### src/core/upc_pkg.sv
package upc_pkg;

  // ==========================================
  // pin counts and widths
  localparam int NUM_PINS  = 4;
  localparam int SYNC_BITS = 7;
  localparam int CS_IDX    = 4;
  localparam int SCLK_IDX  = 5;
  localparam int DIN_IDX   = 6;

  // ==========================================
  // register indices on the internal write port
  localparam logic [2:0] REG_PIN1_CFG = 3'h0;
  localparam logic [2:0] REG_PIN2_CFG = 3'h1;
  localparam logic [2:0] REG_PIN3_CFG = 3'h2;
  localparam logic [2:0] REG_PIN4_CFG = 3'h3;
  localparam logic [2:0] REG_PASS     = 3'h4;
  localparam logic [2:0] REG_SWITCH   = 3'h5;

  // ==========================================
  // reset values
  localparam logic [7:0] PIN_CFG_RST = 8'h08;
  localparam logic [7:0] PASS_RST    = 8'h00;
  localparam logic [7:0] SWITCH_RST  = 8'h00;

  // ==========================================
  // field positions
  localparam int PASS_PIN1_BIT = 4;
  localparam int SW_DAC_A      = 7;
  localparam int SW_DAC_B      = 6;
  localparam int SW_CO1_HI     = 5;
  localparam int SW_CO1_LO     = 4;
  localparam int SW_CO2_HI     = 3;
  localparam int SW_CO2_LO     = 2;

  // ==========================================
  // pin mode codes
  localparam logic [3:0] MODE_GP_IN    = 4'h0;
  localparam logic [3:0] MODE_GP_OUT   = 4'h1;
  localparam logic [3:0] MODE_DAC_A    = 4'h2;
  localparam logic [3:0] MODE_DAC_B    = 4'h3;
  localparam logic [3:0] MODE_CO_ONE   = 4'h4;
  localparam logic [3:0] MODE_CO_TWO   = 4'h5;
  localparam logic [3:0] MODE_SLEEP    = 4'h6;
  localparam logic [3:0] MODE_WAKE     = 4'h7;
  localparam logic [3:0] MODE_PWM      = 4'hB;
  localparam logic [3:0] MODE_SHUTDOWN = 4'hC;
  localparam logic [3:0] MODE_DAY_ALM  = 4'hD;
  localparam logic [3:0] MODE_CONV     = 4'hF;

  // pwm routing bit positions
  localparam int PWM_TO_DAC_A = 0;
  localparam int PWM_TO_DAC_B = 1;
  localparam int PWM_TO_CO1   = 2;
  localparam int PWM_TO_CO2   = 3;

  typedef struct packed {
    logic [3:0] pinModeSelect;
    logic       pullupEnable;
    logic       railSelect;
    logic       polarityHigh;
    logic       levelBit;
  } upc_pin_cfg_s;

  typedef struct packed {
    logic normallyOpenContact;
    logic normallyClosedContact;
  } upc_changeover_s;

endpackage : upc_pkg

### src/core/user_pin_ctrl.sv
`timescale 1ns/1ns
// How it works
// RL1 - 4-bit mode per pin, resets to input
// RL2 - pullup only if bit set and input
// RL3 - rail select per pin, every mode
// RL4 - polarity bit sets assertion level
// RL5 - output drives level; readback shows pin
// RL6 - input mode flags rising and falling edges
// RL7 - modes 2..5 steer four switches
// RL8 - asserted sleep pin forces sleep
// RL9 - asserted edge on wake pin clears shutdown
// RL10 - software avoids reserved mode codes
// RL11 - pwm mode drives pwm, idles at polarity
// RL12 - shutdown mode mirrors shutdown flag
// RL13 - day alarm mode follows alarm flag
// RL14 - conversion done output ignores its mask
// RL15 - same-function pins are ORed
// RL16 - pass-through from cs rise to fall
// RL17 - edges and readback continue in pass-through
// RL18 - pin 4 carries inverted chip select
// RL19 - pin 3 carries sclk, pin 2 din
// RL20 - serial data out carries pin 1
// RL21 - dac switch ORs bit, pins, pwm
// RL22 - changeover control field, open when idle
// RL23 - high bit selects together or toggle
// RL24 - pin inputs synchronised before use
module user_pin_ctrl
  import upc_pkg::*;
(
  input  wire logic                          clock,
  input  wire logic                          sys_rst,
  input  wire logic                          regWrite,
  input  wire logic [2:0]                    regIndex,
  input  wire logic [7:0]                    regWrData,
  input  wire logic [NUM_PINS-1:0]           pinIn,
  input  wire logic                          chipSelectN,
  input  wire logic                          serialClk,
  input  wire logic                          serialDataIn,
  input  wire logic                          pwmOut,
  input  wire logic                          pwmGeneratorEnable,
  input  wire logic [3:0]                    pwmRoute,
  input  wire logic                          shutdownFlag,
  input  wire logic                          alarmStatusFlag,
  input  wire logic                          convDoneStatus,
  input  wire logic [2*NUM_PINS-1:0]         flagClear,
  output logic [NUM_PINS-1:0][7:0]           pinCfgRead_ff,
  output logic [7:0]                         passRead_ff,
  output logic [7:0]                         switchRead_ff,
  output logic [NUM_PINS-1:0]                pinOut_ff,
  output logic [NUM_PINS-1:0]                pinOeN_ff,
  output logic [NUM_PINS-1:0]                pullupOn_ff,
  output logic [NUM_PINS-1:0]                railSelect_ff,
  output logic [NUM_PINS-1:0]                riseFlag_ff,
  output logic [NUM_PINS-1:0]                fallFlag_ff,
  output logic                               passActive_ff,
  output logic                               serialOutPass_ff,
  output logic                               serialOutPassEn_ff,
  output logic                               sleepForce_ff,
  output logic                               wakeClear_ff,
  output logic                               dacASwitch_ff,
  output logic                               dacBSwitch_ff,
  output upc_changeover_s                    changeoverOne_ff,
  output upc_changeover_s                    changeoverTwo_ff
);

  // ==========================================
  // registers
  upc_pin_cfg_s [NUM_PINS-1:0] pinCfg_ff;
  logic [7:0]                  passCtrl_ff;
  logic [7:0]                  switchCtrl_ff;
  logic                        lastWrPass_ff;

  always_ff @(posedge clock) begin
    if (sys_rst) begin
      pinCfg_ff     <= {NUM_PINS{PIN_CFG_RST}}; // RL1 RL2 RL3 RL4
      passCtrl_ff   <= PASS_RST;
      switchCtrl_ff <= SWITCH_RST; // RL22
      lastWrPass_ff <= 1'b0;
    end else if (regWrite) begin
      if (regIndex <= REG_PIN4_CFG) begin
        pinCfg_ff[regIndex[1:0]] <= regWrData;
      end
      if (regIndex == REG_PASS) begin
        passCtrl_ff <= regWrData;
      end
      if (regIndex == REG_SWITCH) begin
        switchCtrl_ff <= regWrData;
      end
      lastWrPass_ff <= (regIndex == REG_PASS);
    end
  end

  // ==========================================
  // input synchronisers
  // three stages; a change counts once stages two and three agree
  logic [SYNC_BITS-1:0] rawIn;
  logic [SYNC_BITS-1:0] syncA_ff;
  logic [SYNC_BITS-1:0] syncB_ff;
  logic [SYNC_BITS-1:0] syncC_ff;
  logic [SYNC_BITS-1:0] filt_ff;
  logic [SYNC_BITS-1:0] nxt_filt;

  assign rawIn = {serialDataIn, serialClk, chipSelectN, pinIn};

  genvar g;
  generate
    for (g = 0; g < SYNC_BITS; g++) begin : gSync
      assign nxt_filt[g] = (syncB_ff[g] == syncC_ff[g]) ? syncC_ff[g] : filt_ff[g]; // RL24
      always_ff @(posedge clock) begin
        if (sys_rst) begin
          syncA_ff[g] <= 1'b1;
          syncB_ff[g] <= 1'b1;
          syncC_ff[g] <= 1'b1;
          filt_ff[g]  <= 1'b1;
        end else begin
          syncA_ff[g] <= rawIn[g];
          syncB_ff[g] <= syncA_ff[g];
          syncC_ff[g] <= syncB_ff[g];
          filt_ff[g]  <= nxt_filt[g];
        end
      end
    end
  endgenerate

  // ==========================================
  // pass-through window
  wire csHigh    = filt_ff[CS_IDX];
  wire csRise    = nxt_filt[CS_IDX] & ~filt_ff[CS_IDX];
  // cs low ends the window at once, even before the next write lands
  wire nxt_passActive = nxt_filt[CS_IDX] & (passActive_ff | (csRise & lastWrPass_ff)); // RL16

  // ==========================================
  // per-pin decode
  logic [NUM_PINS-1:0] lvl;
  logic [NUM_PINS-1:0] asserted;
  logic [NUM_PINS-1:0] isOut;
  logic [NUM_PINS-1:0] nxt_pinOut;
  logic [NUM_PINS-1:0] nxt_rise;
  logic [NUM_PINS-1:0] nxt_fall;
  logic [NUM_PINS-1:0] selDacA;
  logic [NUM_PINS-1:0] selDacB;
  logic [NUM_PINS-1:0] selCoOne;
  logic [NUM_PINS-1:0] selCoTwo;
  logic [NUM_PINS-1:0] selSleep;
  logic [NUM_PINS-1:0] wakeEdge;
  logic [NUM_PINS-1:0] passDrive;
  logic [NUM_PINS-1:0] passValue;

  // pass-through values: pin1 is input only, pin4 always driven when enabled
  assign passDrive = {passCtrl_ff[7], passCtrl_ff[6] & passActive_ff,
                      passCtrl_ff[5] & passActive_ff, 1'b0};
  assign passValue = {~passActive_ff, filt_ff[SCLK_IDX], filt_ff[DIN_IDX], 1'b0}; // RL18 RL19

  generate
    for (g = 0; g < NUM_PINS; g++) begin : gPin
      wire [3:0] md   = pinCfg_ff[g].pinModeSelect;
      wire       pol  = pinCfg_ff[g].polarityHigh;
      wire       rise = nxt_filt[g] & ~filt_ff[g];
      wire       fall = ~nxt_filt[g] & filt_ff[g];
      wire       edgeOn = (md == MODE_GP_IN) | (passDrive[g] & csHigh); // RL6 RL17
      wire       modeOut = (md == MODE_GP_OUT) | (md == MODE_PWM) | (md == MODE_SHUTDOWN)
                         | (md == MODE_DAY_ALM) | (md == MODE_CONV);
      // pwm disabled leaves pol, which is its idle level
      wire       pwmLvl  = pwmGeneratorEnable ? (pwmOut ~^ pol) : pol; // RL11
      logic      modeVal;

      assign lvl[g]      = filt_ff[g];
      assign asserted[g] = lvl[g] ~^ pol; // RL4
      assign isOut[g]    = modeOut | passDrive[g];
      always_comb begin
        case (md)
          MODE_GP_OUT:   modeVal = pinCfg_ff[g].levelBit; // RL5
          MODE_PWM:      modeVal = pwmLvl; // RL11
          MODE_SHUTDOWN: modeVal = shutdownFlag ~^ pol; // RL12
          MODE_DAY_ALM:  modeVal = alarmStatusFlag ~^ pol; // RL13
          MODE_CONV:     modeVal = convDoneStatus ~^ pol; // RL14
          default:       modeVal = 1'b0;
        endcase
      end
      assign nxt_pinOut[g] = passDrive[g] ? passValue[g] : modeVal;
      assign nxt_rise[g] = (edgeOn & rise) | (riseFlag_ff[g] & ~flagClear[NUM_PINS+g]);
      assign nxt_fall[g] = (edgeOn & fall) | (fallFlag_ff[g] & ~flagClear[g]);
      assign selDacA[g]  = (md == MODE_DAC_A) & asserted[g]; // RL7
      assign selDacB[g]  = (md == MODE_DAC_B) & asserted[g];
      assign selCoOne[g] = (md == MODE_CO_ONE) & asserted[g];
      assign selCoTwo[g] = (md == MODE_CO_TWO) & asserted[g];
      assign selSleep[g] = (md == MODE_SLEEP) & asserted[g];
      assign wakeEdge[g] = (md == MODE_WAKE) & (pol ? rise : fall); // RL9
    end
  endgenerate

  // ==========================================
  // switch control
  // unrouted pwm and unconfigured pins count as zero
  wire actDacA = switchCtrl_ff[SW_DAC_A] | (|selDacA)
               | (pwmRoute[PWM_TO_DAC_A] & pwmOut); // RL15 RL21
  wire actDacB = switchCtrl_ff[SW_DAC_B] | (|selDacB)
               | (pwmRoute[PWM_TO_DAC_B] & pwmOut); // RL21
  wire actCoOne = switchCtrl_ff[SW_CO1_LO] | (|selCoOne)
                | (pwmRoute[PWM_TO_CO1] & pwmOut); // RL22
  wire actCoTwo = switchCtrl_ff[SW_CO2_LO] | (|selCoTwo)
                | (pwmRoute[PWM_TO_CO2] & pwmOut); // RL22
  upc_changeover_s nxt_coOne;
  upc_changeover_s nxt_coTwo;

  assign nxt_coOne.normallyOpenContact   = actCoOne;
  assign nxt_coOne.normallyClosedContact =
    switchCtrl_ff[SW_CO1_HI] ? ~actCoOne : actCoOne; // RL23
  assign nxt_coTwo.normallyOpenContact   = actCoTwo;
  assign nxt_coTwo.normallyClosedContact =
    switchCtrl_ff[SW_CO2_HI] ? ~actCoTwo : actCoTwo; // RL23

  // ==========================================
  // readback: level bit shows the pin, not the stored bit
  logic [NUM_PINS-1:0][7:0] nxt_cfgRead;
  generate
    for (g = 0; g < NUM_PINS; g++) begin : gRead
      assign nxt_cfgRead[g] = {pinCfg_ff[g][7:1], nxt_filt[g]}; // RL5 RL17
    end
  endgenerate

  // ==========================================
  // output flops
  always_ff @(posedge clock) begin
    if (sys_rst) begin
      pinCfgRead_ff      <= '0;
      passRead_ff        <= PASS_RST;
      switchRead_ff      <= SWITCH_RST;
      pinOut_ff          <= '0;
      pinOeN_ff          <= '1;
      pullupOn_ff        <= '1;
      railSelect_ff      <= '0;
      riseFlag_ff        <= '0;
      fallFlag_ff        <= '0;
      passActive_ff      <= 1'b0;
      serialOutPass_ff   <= 1'b0;
      serialOutPassEn_ff <= 1'b0;
      sleepForce_ff      <= 1'b0;
      wakeClear_ff       <= 1'b0;
      dacASwitch_ff      <= 1'b0;
      dacBSwitch_ff      <= 1'b0;
      changeoverOne_ff   <= '0;
      changeoverTwo_ff   <= '0;
    end else begin
      pinCfgRead_ff      <= nxt_cfgRead;
      passRead_ff        <= passCtrl_ff;
      switchRead_ff      <= switchCtrl_ff;
      pinOut_ff          <= nxt_pinOut;
      pinOeN_ff          <= ~isOut;
      for (int i = 0; i < NUM_PINS; i++) begin
        pullupOn_ff[i]   <= pinCfg_ff[i].pullupEnable & ~isOut[i]; // RL2
        railSelect_ff[i] <= pinCfg_ff[i].railSelect; // RL3
      end
      riseFlag_ff        <= nxt_rise; // RL6
      fallFlag_ff        <= nxt_fall;
      passActive_ff      <= nxt_passActive; // RL16
      serialOutPass_ff   <= lvl[0]; // RL20
      serialOutPassEn_ff <= passCtrl_ff[PASS_PIN1_BIT] & passActive_ff; // RL20
      // clock buffers stay powered; only the sleep request is raised
      sleepForce_ff      <= (|selSleep) | shutdownFlag; // RL8 RL15
      wakeClear_ff       <= |wakeEdge; // RL9 RL15
      dacASwitch_ff      <= actDacA;
      dacBSwitch_ff      <= actDacB;
      changeoverOne_ff   <= nxt_coOne;
      changeoverTwo_ff   <= nxt_coTwo;
    end
  end

endmodule : user_pin_ctrl

### config.mk
export PLATFORM = sky130hd
export DESIGN_NAME = user_pin_ctrl
export DESIGN_NICKNAME = d
export VERILOG_FILES = /design/src/core/upc_pkg.sv /design/src/core/user_pin_ctrl.sv
export SDC_FILE = /design/constraint.sdc
export NUM_CORES = 1
export LEC_CHECK = 0
export ABC_CLOCK_PERIOD_IN_PS = 1700
export BUFFER_PORTS_ARGS = -buffer_cell sky130_fd_sc_hd__buf_2
export CAP_MARGIN = 20
export CORE_AREA = 4 4 119 121
export CTS_BUF_LIST = sky130_fd_sc_hd__clkbuf_8
export DETAILED_ROUTE_END_ITERATION = 12
export DIE_AREA = 0 0 123 125
export PLACE_DENSITY = 0.67
export SLEW_MARGIN = 10
export SYNTH_ARGS = -nofsm -noshare
export SYNTH_HDL_FRONTEND = slang
export SYNTH_SLANG_ARGS = --single-unit
### constraint.sdc
create_clock -name clock -period 1.7 [get_ports clock]
set_input_delay 0.34 -clock clock [delete_from_list [all_inputs] [get_ports clock]]
set_output_delay 0.34 -clock clock [all_outputs]
set_load 0.02 [all_outputs]
# Word-level counts from Yosys, hierarchy flattened
# Cells that the tools add are included.
totals:
  in_bits: 38
  word_cells: 319
  latch_bits: 0
  ramBits: 0
  output_inout_bits: 83
  romBits: 0
  n_memories: 0
  ff_bits: 160
classes:
  shifts: 0
  n_lt_le_gt_ge: 3
  n_addsub: 0
  n_mux: 25
  eq_ne: 53
  div: 0
  bitwise_logic: 150
  n_mul: 0
  n_reduce_logical: 14
op_table:
  columns: ["operator", "n"]
  rows:
  - ["1-bit AND", 65]
  - ["4-bit by 3-bit equality test with 1-bit output (second input constant)", 16]
  - ["4-bit equality test (second input constant)", 16]
  - ["1-bit bitwise OR", 40]
  - ["32-bit bitwise mux", 1]
  - ["4-bit by 2-bit equality test with 1-bit output (second input constant)", 8]
  - ["1-bit inverter", 24]
  - ["4-bit OR reduction", 6]
  - ["1-bit one-hot mux with 5 select lines", 4]
  - ["1-bit bitwise XNOR", 20]
  - ["1-bit 2-to-1 mux", 18]
  - ["8-bit demux with 2-bit select", 1]
  - ["4-bit by 1-bit equality test with 1-bit output (second input constant)", 4]
  - ["4-bit zero test", 4]
  - ["8-bit 2-to-1 mux", 1]
  - ["1-bit equality test", 7]
  - ["3-bit equality test (second input constant)", 2]
  - ["2-bit AND reduction", 3]
  - ["4-bit inverter", 1]
  - ["3-bit by 2-bit less-or-equal comparator with 1-bit output (second input constant)", 1]
  - ["2-bit by 3-bit less-than comparator with 1-bit output (second input constant)", 1]
  - ["2-bit by 1-bit >= comparator with 1-bit output (second input constant)", 1]
  - ["1-bit logical AND", 1]

# Longest topological paths before layout
# Gate-level depths: netlist of run 1.
logic_depth:
  depth_word: 8
  mapped_depth: 6
  ltp_nobuf: 5

# Least setup slack after synthesis of run 1
# No wires, ideal clock.
synth_timing:
  path_type: "input -> register"
  from: "in regIndex[1]"
  to: "reg passCtrl_ff[0]"
  slack_ns: 0.382
  path_stages: 6
  t_arrival_ns: 1.185
  cell_sequence: "and2b_1 -> nand2_1 -> or2_2 -> buf_2 -> nand2_1 -> a21oi_1"
synth_between:
  elab_chain_len: 2
synth_lines:
  columns: ["item", "line_no", "rtl"]
  rows:
  - ["start: declaration", "user_pin_ctrl.sv:33", "input wire logic [2:0] regIndex,"]
  - ["3-bit equality test", "user_pin_ctrl.sv:83", "if (regIndex == REG_PASS) begin"]
  - ["2-bit AND reduction (no line)", null, null]
  - ["end signal: assignment", "user_pin_ctrl.sv:84", "passCtrl_ff <= regWrData;"]
  - ["end: declaration", "user_pin_ctrl.sv:69", "logic [7:0] passCtrl_ff;"]
# No other way between the ends.
# A chain may end at the register's enable or synchronous reset.

# Worst setup path after layout of run 1
layout_timing:
  from: "reg pinCfg_ff, in the netlist gPin[2].md[1]"
  to: "reg pinOut_ff[2]"
layout_between:
  elab_chain_len: 3
  elab_cells_between_ends: 7
layout_lines:
  columns: ["item", "line_no", "rtl"]
  rows:
  - ["start: declaration", "user_pin_ctrl.sv:68", "upc_pin_cfg_s [NUM_PINS-1:0] pinCfg_ff;"]
  - ["start signal: assignment", "user_pin_ctrl.sv:75", "pinCfg_ff <= {NUM_PINS{PIN_CFG_RST}};"]
  - ["start signal: indexed assignment", "user_pin_ctrl.sv:81", "pinCfg_ff[regIndex[1:0]] <= regWrData;"]
  - ["4-bit equality test or 4-bit by 1-bit equality test with 1-bit output (tied branches)", "user_pin_ctrl.sv:171", "case (md)"]
  - ["1-bit one-hot mux with 5 select lines *", "user_pin_ctrl.sv:171", null]
  - ["1-bit 2-to-1 mux *", "user_pin_ctrl.sv:180", "assign nxt_pinOut[g] = passDrive[g] ? passValue[g] : modeVal;"]
  - ["end signal: assignment", "user_pin_ctrl.sv:248", "pinOut_ff <= nxt_pinOut;"]
  - ["end: declaration", "user_pin_ctrl.sv:49", "output logic [NUM_PINS-1:0] pinOut_ff,"]
# Every way passes the cells marked *; elsewhere a longest branch is shown, timed or not.

==> metrics, run 1 <==
Yosys cell types=between 50 and 60; WL/cell=16.3 um; Fin. Hold Viols=0; worst clock skew=roughly 0.015 ns; Peak Freq=670 MHz; Worst-Margin Slew=0.567 ns; post-synthesis area per instance=9.04 sq um; Sequential Power Share=between 50% and 60%; I/O Buffers=120; CTS tree=yes; status=complete, no violations; cell area after placement=6540 sq um; P&R area growth vs syn=20.4%; WL final=15.4 mm; Synth Warn #=0; antenna violations before repair=0; final total negative setup slack=0 ns; Rel. slew slack=62.1%; pre-CTS WS=around 0.099 ns; I/O Pins=121; Hold WC Path Type=primary input to register; final antenna-violating net count=0; largest net degree at the start of global routing=49; leakage power=2.91 nW; clock sink total=156; CTS H-Tree Depth=4; First-pass DRT Iterations=5; Pwr per Cell Area=1020 nW/um^2; most frequent cell after synthesis=dfxtp_1; min Tclk post-route=1.49 ns; Combinational Power Share=6.7%; Tot GR Track Use=20.6%; Clock Power Share=40.1%; Inserted Clock Buffers=17; Max FO, Critical Path=12; Slew Limit Fails=0; placed insts=913; Syn Nets=678; final setup vio count=0; part of the cycle the worst path needs=87.8%; CP Capture Type=register; Worst-path clk slew=0.08 ns; first-pass GRT wire length=between 20 and 25 mm; Skew-Pair Late Insertion Delay=around 0.45 ns; layout cells sized above 1=27.2%; DR vias/cell=5.07; final std cells w/o fill=about 950; register area share after synthesis=54.0%; diodes inserted=0; gpl congestion=around 0.91; grt total ovfl=0; VDD IR max=0.613 mV; CTS root buf=clkbuf_8; Synth area leader=dfxtp_1; RSZ-0062 raised after global routing=no; FP Rows=42; core footprint=13100 sq um; Pint=0.00540 W; top cell type's share of synthesized area=54.0%; vias in the first global route=4630; dominant cells by area after synthesis=dfxtp_1 54%, nand2_1 7.5%, nor2b_1 5.5%, a21oi_1 5.4%, or2_2 2.9%; Total Die Area=15400 sq um; MaxCap Viol Count=0; final setup margin=0.208 ns; vias=around 4800; startpoint types=register; commonest cells in the netlist=156 x dfxtp_1, 116 x nand2_1, 63 x a21oi_1, 51 x nor2b_1, 36 x nor2_1; Die Width=123 um; DR DRC count=0; 1st-iter DRT viols=360; Final Cell Area=between 6000 and 7000 sq um; post-DP HPWL=11.3 mm; FF+latch count, synth=156; CP Data Required Time=2.06 ns; number of synthesized flops with an enable pin=0; reg2reg setup slack=0.21 ns; Post-synth ARST share=0%; Post-Synthesis Cells=640; Post-layout nets=794; Crit Path Class=register to register; switching pwr=0.00173 W; CP Data Arrival Time=between 1.5 and 2 ns; initial core utilization=about 44%; die height=roughly 130 um; Post-Synthesis Cell Area=approximately 5800 sq um; Clock Path Buffers=2; Synth Flop Type=dfxtp_1; sw frac=24.2%
-- power groups by stage --
stage / logic, W / registers, W / clock network [W]
after floorplan: 0.000245 / 0.00390 / 0
after global placement: 0.000472 / 0.00387 / 0
after detailed placement: 0.000478 / 0.00387 / 0
after CTS: 0.000480 / 0.00379 / 0.00292
after global routing: 0.000522 / 0.00380 / 0.00311
final: 0.000478 / 0.00379 / 0.00286
-- path summary, 6_finish.rpt --
path,startpoint,endpoint,cells past startpoint
min,chipSelectN,syncA_ff[4],2
max reg2reg,gPin[2].md[1],pinOut_ff[2],5
max,gPin[2].md[1],pinOut_ff[2],5
min reg2reg,syncA_ff[6],syncB_ff[6],1
-- critical path: stages (launching register included) --
cell	delay, ns
dfxtp_1	0.59
mux2i_1	0.23
a21oi_1	0.10
xnor2_1	0.15
nand4_1	0.11
a31oi_1	0.23
-- registers in the layout (all words and copies together), names as in the netlist, 2 cells and up --
register and cells:
switchRead_ff 8, fallFlag_ff 4, pinOut_ff 4, syncC_ff 7, pullupOn_ff 4, changeoverTwo_ff 2
syncA_ff 7, syncB_ff 7, passRead_ff 8, pinCfgRead_ff 32, filt_ff 6, gPin.pol 4
pinOeN_ff 4, changeoverOne_ff 2, gPin.md 16, pinCfg_ff 4, riseFlag_ff 4, nxt_cfgRead 8
switchCtrl_ff 8, passCtrl_ff 8
-- per-layer routing --
metal	vias up	routed length [um]	share of wire, %	global-route usage [%]
met5	-	0	0	0
met4	0	321	2.1	6.91
met3	28	954	6.2	5.87
met2	158	7550	49	33.8
met1	2249	6610	43	25.8
li1	2353	-	-	-
-- through the flow --
step,hold slack (ns),util [%],total power (W)
floorplan,0.389,-,0.00415
global placement,0.397,50.0,0.00434
detailed placement,0.396,50.0,0.00435
CTS,0.0464,53.2,0.00719
global route,0.0386,53.2,0.00742
finish,0.0672,53.2,0.00712
-- cell usage in the layout, fill, tap and decap left out, types with 7 or more instances in the layout --
cell type	count
buf_4	23
inv_1	13
nand3b_1	7
nor3_1	7
a21o_1	7
dfxtp_1	155
xnor2_1	10
nand2_1	116
buf_2	119
nand3_1	8
nor2b_1	51
a31oi_1	11
a21oi_1	63
clkbuf_8	21
nor2_1	36
or2_2	27
-- kinds of logic after synthesis --
kind of cell,count (synthesis),share of synthesized area [%]
xor+xnor,14,2.38
simple gates,288,24.9
compound gates,117,12.4
fa+ha+maj,2,0.346
buf+inv,59,5.23
flops,156,54.0
mux,4,0.692
-- timing repair --
item	in CTS	in global routing
setup endpoints to repair	0	1
hold buffers	0	0
setup buffers	0	0
resized for setup	0	1
-- area by class of cell --
cell class,instances,area [sq um]
clock inverters,11,133
inverters,13,48.8
multi-input cells,425,2360
fillers,1235,6120
repair buffers,143,788
flip-flops and latches,156,3120
clock buffers,21,289
well taps,176,220
Power figures use the tool's default switching activity.
==> inputs of run 2 (changes only) <==
--- a/config.mk
+++ b/config.mk
@@ -6,13 +6,16 @@
 export NUM_CORES = 1
 export LEC_CHECK = 0
 export ABC_CLOCK_PERIOD_IN_PS = 1700
-export BUFFER_PORTS_ARGS = -buffer_cell sky130_fd_sc_hd__buf_2
+export BUFFER_PORTS_ARGS = -buffer_cell sky130_fd_sc_hd__buf_4
 export CAP_MARGIN = 20
-export CORE_AREA = 4 4 119 121
+export CELL_PAD_IN_SITES_DETAIL_PLACEMENT = 2
+export CELL_PAD_IN_SITES_GLOBAL_PLACEMENT = 2
+export CORE_AREA = 4 4 136 138
 export CTS_BUF_LIST = sky130_fd_sc_hd__clkbuf_8
 export DETAILED_ROUTE_END_ITERATION = 12
-export DIE_AREA = 0 0 123 125
-export PLACE_DENSITY = 0.67
+export DIE_AREA = 0 0 140 142
+export PLACE_DENSITY_LB_ADDON = 0.1
+export RECOVER_POWER = 100
 export SLEW_MARGIN = 10
 export SYNTH_ARGS = -nofsm -noshare
 export SYNTH_HDL_FRONTEND = slang
==> metrics, run 2 (synthesis gave the netlist of run 1 again) <==
status=complete, no violations; Largest register FFs=32 (unchanged); final antenna-violating net count=0 (unchanged); Peak Freq=597 MHz (-11%); switching pwr=0.00172 W (-0.21%); Crit Path Class=register to output pin; WL final=19.1 mm (+24%); final total negative setup slack=0 ns (unchanged); Crit path max-delay family=flip-flops; vias in the first global route=5441 (+18%); Clock Path Buffers=2 (unchanged); first-pass GRT wire length=30.2 mm (+24%); Skew-Pair Late Insertion Delay=0.45 ns (about the same); clock sink total=156 (unchanged); Post CTS Setup Buffer Count=0 (unchanged); Hold Slack=0.0716 ns (+0.00449 ns); MaxCap Viol Count=0 (unchanged); CP most frequent cell=buf_4; Slew Limit Fails=0 (unchanged); Tot GR Track Use=19.4% (-1.1 points); Seq. cell area=3120 sq um (unchanged); diodes inserted=0 (unchanged); worst clock skew=0.0139 ns (-0.00104 ns); vias=4955 (+3.5%); Die Width=140 um (+14%); CP Capture Type=output pin; FP Rows=48 (+14%); First-pass DRT Iterations=6 (+1); CP Buf/Inv Count=2 (+2); grt total ovfl=0 (unchanged); CTS H-Tree Depth=4 (unchanged); Fin. Hold Viols=0 (unchanged); Combinational Power Share=7.1% (+0.4 points); Pint=0.00540 W (about the same); DR DRC count=0 (unchanged); Reg with most FFs=pinCfgRead_ff; layout cells sized above 1=15.4% (-12 points); antenna violations before repair=0 (unchanged); Multi-input gate area=2360 sq um (unchanged); Pwr per Cell Area=1010 nW/um^2 (-0.93%); final setup vio count=0 (unchanged); part of the cycle the worst path needs=98.5% (+11 points); FILL cells=2010 (+63%); Tot Pwr=0.00712 W (about the same); initial core utilization=33.7% (-11 points); startpoint types=register; I/O Buffers=120 (unchanged); core footprint=17200 sq um (+31%); largest net degree at the start of global routing=35 (-29%); Max FO, Critical Path=5 (-7); 1st-iter DRT viols=240 (-33%); CP Data Arrival Time=1.33 ns (-0.52 ns); Sequential Power Share=53.2% (about the same); Worst-Margin Slew=0.582 ns (+0.0153 ns); WL/cell=19.0 um (+16%); CP Data Required Time=1.36 ns (-0.70 ns); CTS root buf=clkbuf_8; Post-layout nets=807 (+1.6%); CTS tree=yes; Inserted Clock Buffers=17 (unchanged); P&R area growth vs syn=21.4%; VDD IR max=0.449 mV (-27%); die height=142 um (+14%); Rel. slew slack=61.2% (-0.88 points); Total Die Area=19900 sq um (+29%); sw frac=24.2% (-0.038 points); Final Cell Area=7020 sq um (+0.88%); leakage power=2.63 nW (-9.6%); Hold WC Path Type=primary input to register; most frequent cells in the layout=155 x dfxtp_1, 116 x nand2_1, 97 x clkbuf_1, 63 x a21oi_1, 54 x buf_4; I/O Pins=121 (unchanged); post-DP HPWL=14.4 mm (+28%); cell area after placement=7010 sq um (+7.2%); CP max stage cell=dfxtp_1; gpl congestion=0.887 (-2.9%); crit path cell chain=buf_4 -> buf_4; RSZ-0062 raised after global routing=no; crit-path max cell delay=0.51 ns (-0.08 ns); commonest non-fill, non-tap cell in the layout=dfxtp_1; Worst-path clk slew=0.08 ns (about the same); min Tclk post-route=1.67 ns (+0.182 ns); DR vias/cell=4.93 (-2.8%); Clock Power Share=39.7% (-0.4 points)
## run 2: worst register-to-register path: stages (launching register included)
cell	delay (ns)
dfxtp_1	0.46
clkbuf_1	0.20
nor2_1	0.09
a222oi_1	0.40
clkbuf_1	0.21
a21o_1	0.13
## run 2: layout make-up
| class | instances | share of cell area [%] |
|---|---|---|
| clock inverters | 13 | 2.14 |
| inverters | 13 | 0.695 |
| repair buffers | 156 | 11.6 |
| multi-input cells | 425 | 33.6 |
| clock buffers | 18 | 3.53 |
| well taps | 225 | 4.01 |
| flip-flops and latches | 156 | 44.5 |
## run 2: path summary, 6_finish.rpt
path                       from        endpoint  slack [ns]  cells past startpoint
hold / removal         pinIn[2]     syncA_ff[2]        0.07                      2
setup reg to reg  gPin[1].md[1]  pullupOn_ff[1]        0.14                      5
setup / recovery  passActive_ff   passActive_ff        0.03                      2
hold reg to reg     syncA_ff[3]     syncB_ff[3]        0.42                      1
## run 2: timing repair
item / in CTS / in global routing
hold buffers: 0 / 0
setup endpoints to repair: 0 / 2
resized for setup: 0 / 1
## run 2: per-layer routing
metal,track usage (%),routed length (um),vias up
met5,0,0,-
met4,6.58,346,0
met3,3.46,623,26
met2,35.4,9870,99
met1,23.2,8240,2448
li1,-,-,2382
## run 2: power by group through the flow
stage	sequential [W]	clock [W]	combinational [W]
4_1_cts	0.00379	0.00294	0.000562
2_1_floorplan	0.00390	0	0.000245
3_5_place_dp	0.00388	0	0.000557
3_3_place_gp	0.00387	0	0.000543
5_1_grt	0.00380	0.00309	0.000559
6_report	0.00379	0.00283	0.000506
## run 2: through the flow
| stage | utilization [%] | cells | setup WS (ns) |
|---|---|---|---|
| finish | 40.9 | 1006 | 0.0259 |
| global route | 40.9 | 1006 | 0.00447 |
| CTS | 43.1 | 1006 | 0.000980 |
| detailed placement | 40.8 | 975 | 0.0322 |
| global placement | 40.8 | 975 | 0.132 |
| floorplan | - | 640 | 0.382 |
==> inputs of run 3 (changes only) <==
--- a/config.mk
+++ b/config.mk
@@ -11,7 +11,7 @@
 export CELL_PAD_IN_SITES_DETAIL_PLACEMENT = 2
 export CELL_PAD_IN_SITES_GLOBAL_PLACEMENT = 2
 export CORE_AREA = 4 4 136 138
-export CTS_BUF_LIST = sky130_fd_sc_hd__clkbuf_8
+export CTS_BUF_LIST = sky130_fd_sc_hd__clkbuf_2
 export DETAILED_ROUTE_END_ITERATION = 12
 export DIE_AREA = 0 0 140 142
 export PLACE_DENSITY_LB_ADDON = 0.1
==> metrics, run 3 (synthesis gave the netlist of run 1 again) <==
status=complete, no violations; core footprint=17200 sq um (unchanged); CTS tree=yes; leakage power=3.07 nW (+17%); I/O Buffers=120 (unchanged); worst clock skew=0.0455 ns (+0.0316 ns); CP Data Arrival Time=2.35 ns (+1.02 ns); CTS H-Tree Depth=4 (unchanged); routed metal-1 wirelength=8.54 mm (+3.6%); R2R depth=5 (unchanged); P&R area growth vs syn=30.8%; MaxCap Viol Count=0 (unchanged); CP Capture Type=register; Hold WC Path Type=primary input to register; met3 WL post-DR=685 um (+10%); vias=5098 (+2.9%); gpl congestion=0.887 (unchanged); WL/cell=18.9 um (-0.42%); final setup margin=0.0414 ns (+0.0155 ns); I/O Pins=121 (unchanged); RSZ-0062 raised after global routing=yes; post-DP HPWL=14.4 mm (unchanged); WHS Endpoint=dacBSwitch_ff; placed insts=975 (unchanged); startpoint types=primary input; hold path cells=3 (+1); Inserted Clock Buffers=17 (unchanged); First-pass DRT Iterations=4 (-2); antenna violations before repair=1 (+1); initial core utilization=33.7% (unchanged); min Tclk post-route=1.66 ns (-0.0155 ns); 1st-iter DRT viols=231 (-3.8%); reg2reg setup slack=0.13 ns (about the same); final antenna-violating net count=0 (unchanged); top routing layer in use=met4; worst reg2reg startpoint=filt_ff[0]; FP Rows=48 (unchanged); Skew-Pair Late Insertion Delay=0.72 ns (+0.27 ns); Post-layout nets=840 (+4.1%); VDD IR max=0.322 mV (-28%); Tot Pwr=0.00655 W (-8.0%); Total Die Area=19900 sq um (unchanged); RR Endpoint=changeoverOne_ff[0]; CP Data Required Time=2.39 ns (+1.03 ns); vias in the first global route=5504 (+1.2%); CTS root buf=clkbuf_2; Tot GR Track Use=19.8% (+0.33 points); largest net degree at the start of global routing=35 (unchanged); Die Width=140 um (unchanged); DR DRC count=0 (unchanged); die height=142 um (unchanged); Pwr per Cell Area=866 nW/um^2 (-15%); DR vias/cell=4.90 (-0.57%); WL final=19.7 mm (+3.0%); Reg with most FFs=pinCfgRead_ff; Rel. slew slack=59.8% (-1.4 points); commonest non-fill, non-tap cell in the layout=dfxtp_1; Peak Freq=603 MHz (+0.94%); Worst-path clk slew=0.23 ns (+0.15 ns); Worst-Margin Slew=0.603 ns (+0.0205 ns); final setup vio count=0 (unchanged); met2 WL post-DR=10.2 mm (+3.5%); Largest register FFs=32 (unchanged); Slew Limit Fails=0 (unchanged); final total negative setup slack=0 ns (unchanged); part of the cycle the worst path needs=97.6% (-0.91 points); Clock Path Buffers=2 (unchanged); layout cells sized above 1=28.3% (+13 points); most frequent cells in the layout=138 x dfxtp_1, 136 x buf_4, 116 x nand2_1, 63 x a21oi_1, 51 x nor2b_1; clock sink total=156 (unchanged); pre-CTS WS=0.0322 ns (unchanged); grt total ovfl=0 (unchanged); hold path startpoint=pwmRoute[1]; final std cells w/o fill=1041 (+3.5%); Crit Path Class=primary input to register; Fin. Hold Viols=0 (unchanged); Max FO, Critical Path=9 (+4); Hold Slack=0.0937 ns (+0.0220 ns); first-pass GRT wire length=30.7 mm (+1.7%)
-- run 3: cell types whose count changed in the layout (fill, tap and decap cells not counted), sizes merged --
| cell | change |
|---|---|
| clkinv | +1 |
| buf | +90 |
| dlygate4sd3 | +30 |
| inv | -3 |
| clkbuf | -85 |
| diode | +2 |
-- run 3: what timing repair did --
action | in CTS | in global routing
hold buffers | 30 | 0
endpoints found under the setup margin | 2 | 21
buffers inserted | 2 | 2
gates resized for setup | 3 | 28
hold endpoints to repair | 73 | 0
-- run 3: worst max path at each step --
stage	depth (start not counted)	slack (ns)	start	endpoint
floorplan	6	0.38	regIndex[1]	passCtrl_ff[0]
CTS	1	0.002	changeoverOne_ff[0]	changeoverOne_ff[0]
detailed placement	6	0.03	regIndex[1]	passCtrl_ff[6]
global placement	4	0.13	gPin[3].md[1]	wakeClear_ff
global route	7	-0.02	regWrite	lastWrPass_ff
finish	7	0.04	regWrite	lastWrPass_ff
-- run 3: worst max-delay path, stage by stage --
cell and delay [ns]:
dlygate4sd3_1 0.52, buf_4 0.13, and2b_1 0.24, nand2_1 0.12, or2_4 0.30, a21oi_1 0.14, dlygate4sd3_1 0.56
-- run 3: layer usage --
layer	track usage, %	up-vias
met5	0	-
met4	5.10	0
met3	3.83	15
met2	36.2	96
met1	23.9	2533
li1	-	2454
-- run 3: power by group --
part | internal [W] | leakage [nW] | switching (W) | total (W)
Sequential | 0.00375 | 1.28 | 0.0000559 | 0.00380
Combinational | 0.000270 | 1.64 | 0.000328 | 0.000597
Clock | 0.000830 | 0.152 | 0.00132 | 0.00215
Total | 0.00485 | 3.07 | 0.00171 | 0.00655
-- run 3: area by class of cell --
class                           count  area [sq um]
Clock buffer                       20           100
Antenna cell                        2          5.00
Clock inverter                     11           143
Timing Repair Buffer              189          1480
Fill cell                        1927          9610
Inverter                           13          48.8
Sequential cell                   156          3150
Multi-Input combinational cell    425          2360
Tap cell                          225           282
-- run 3: per-stage QoR --
| stage | util, % | cell area [sq um] |
|---|---|---|
| 5_1_grt | 44.1 | 7570 |
| 6_report | 44.1 | 7570 |
| 4_1_cts | 44.0 | 7560 |
| 3_3_place_gp | 40.8 | 7010 |
| 3_5_place_dp | 40.8 | 7010 |
| 2_1_floorplan | - | 5790 |
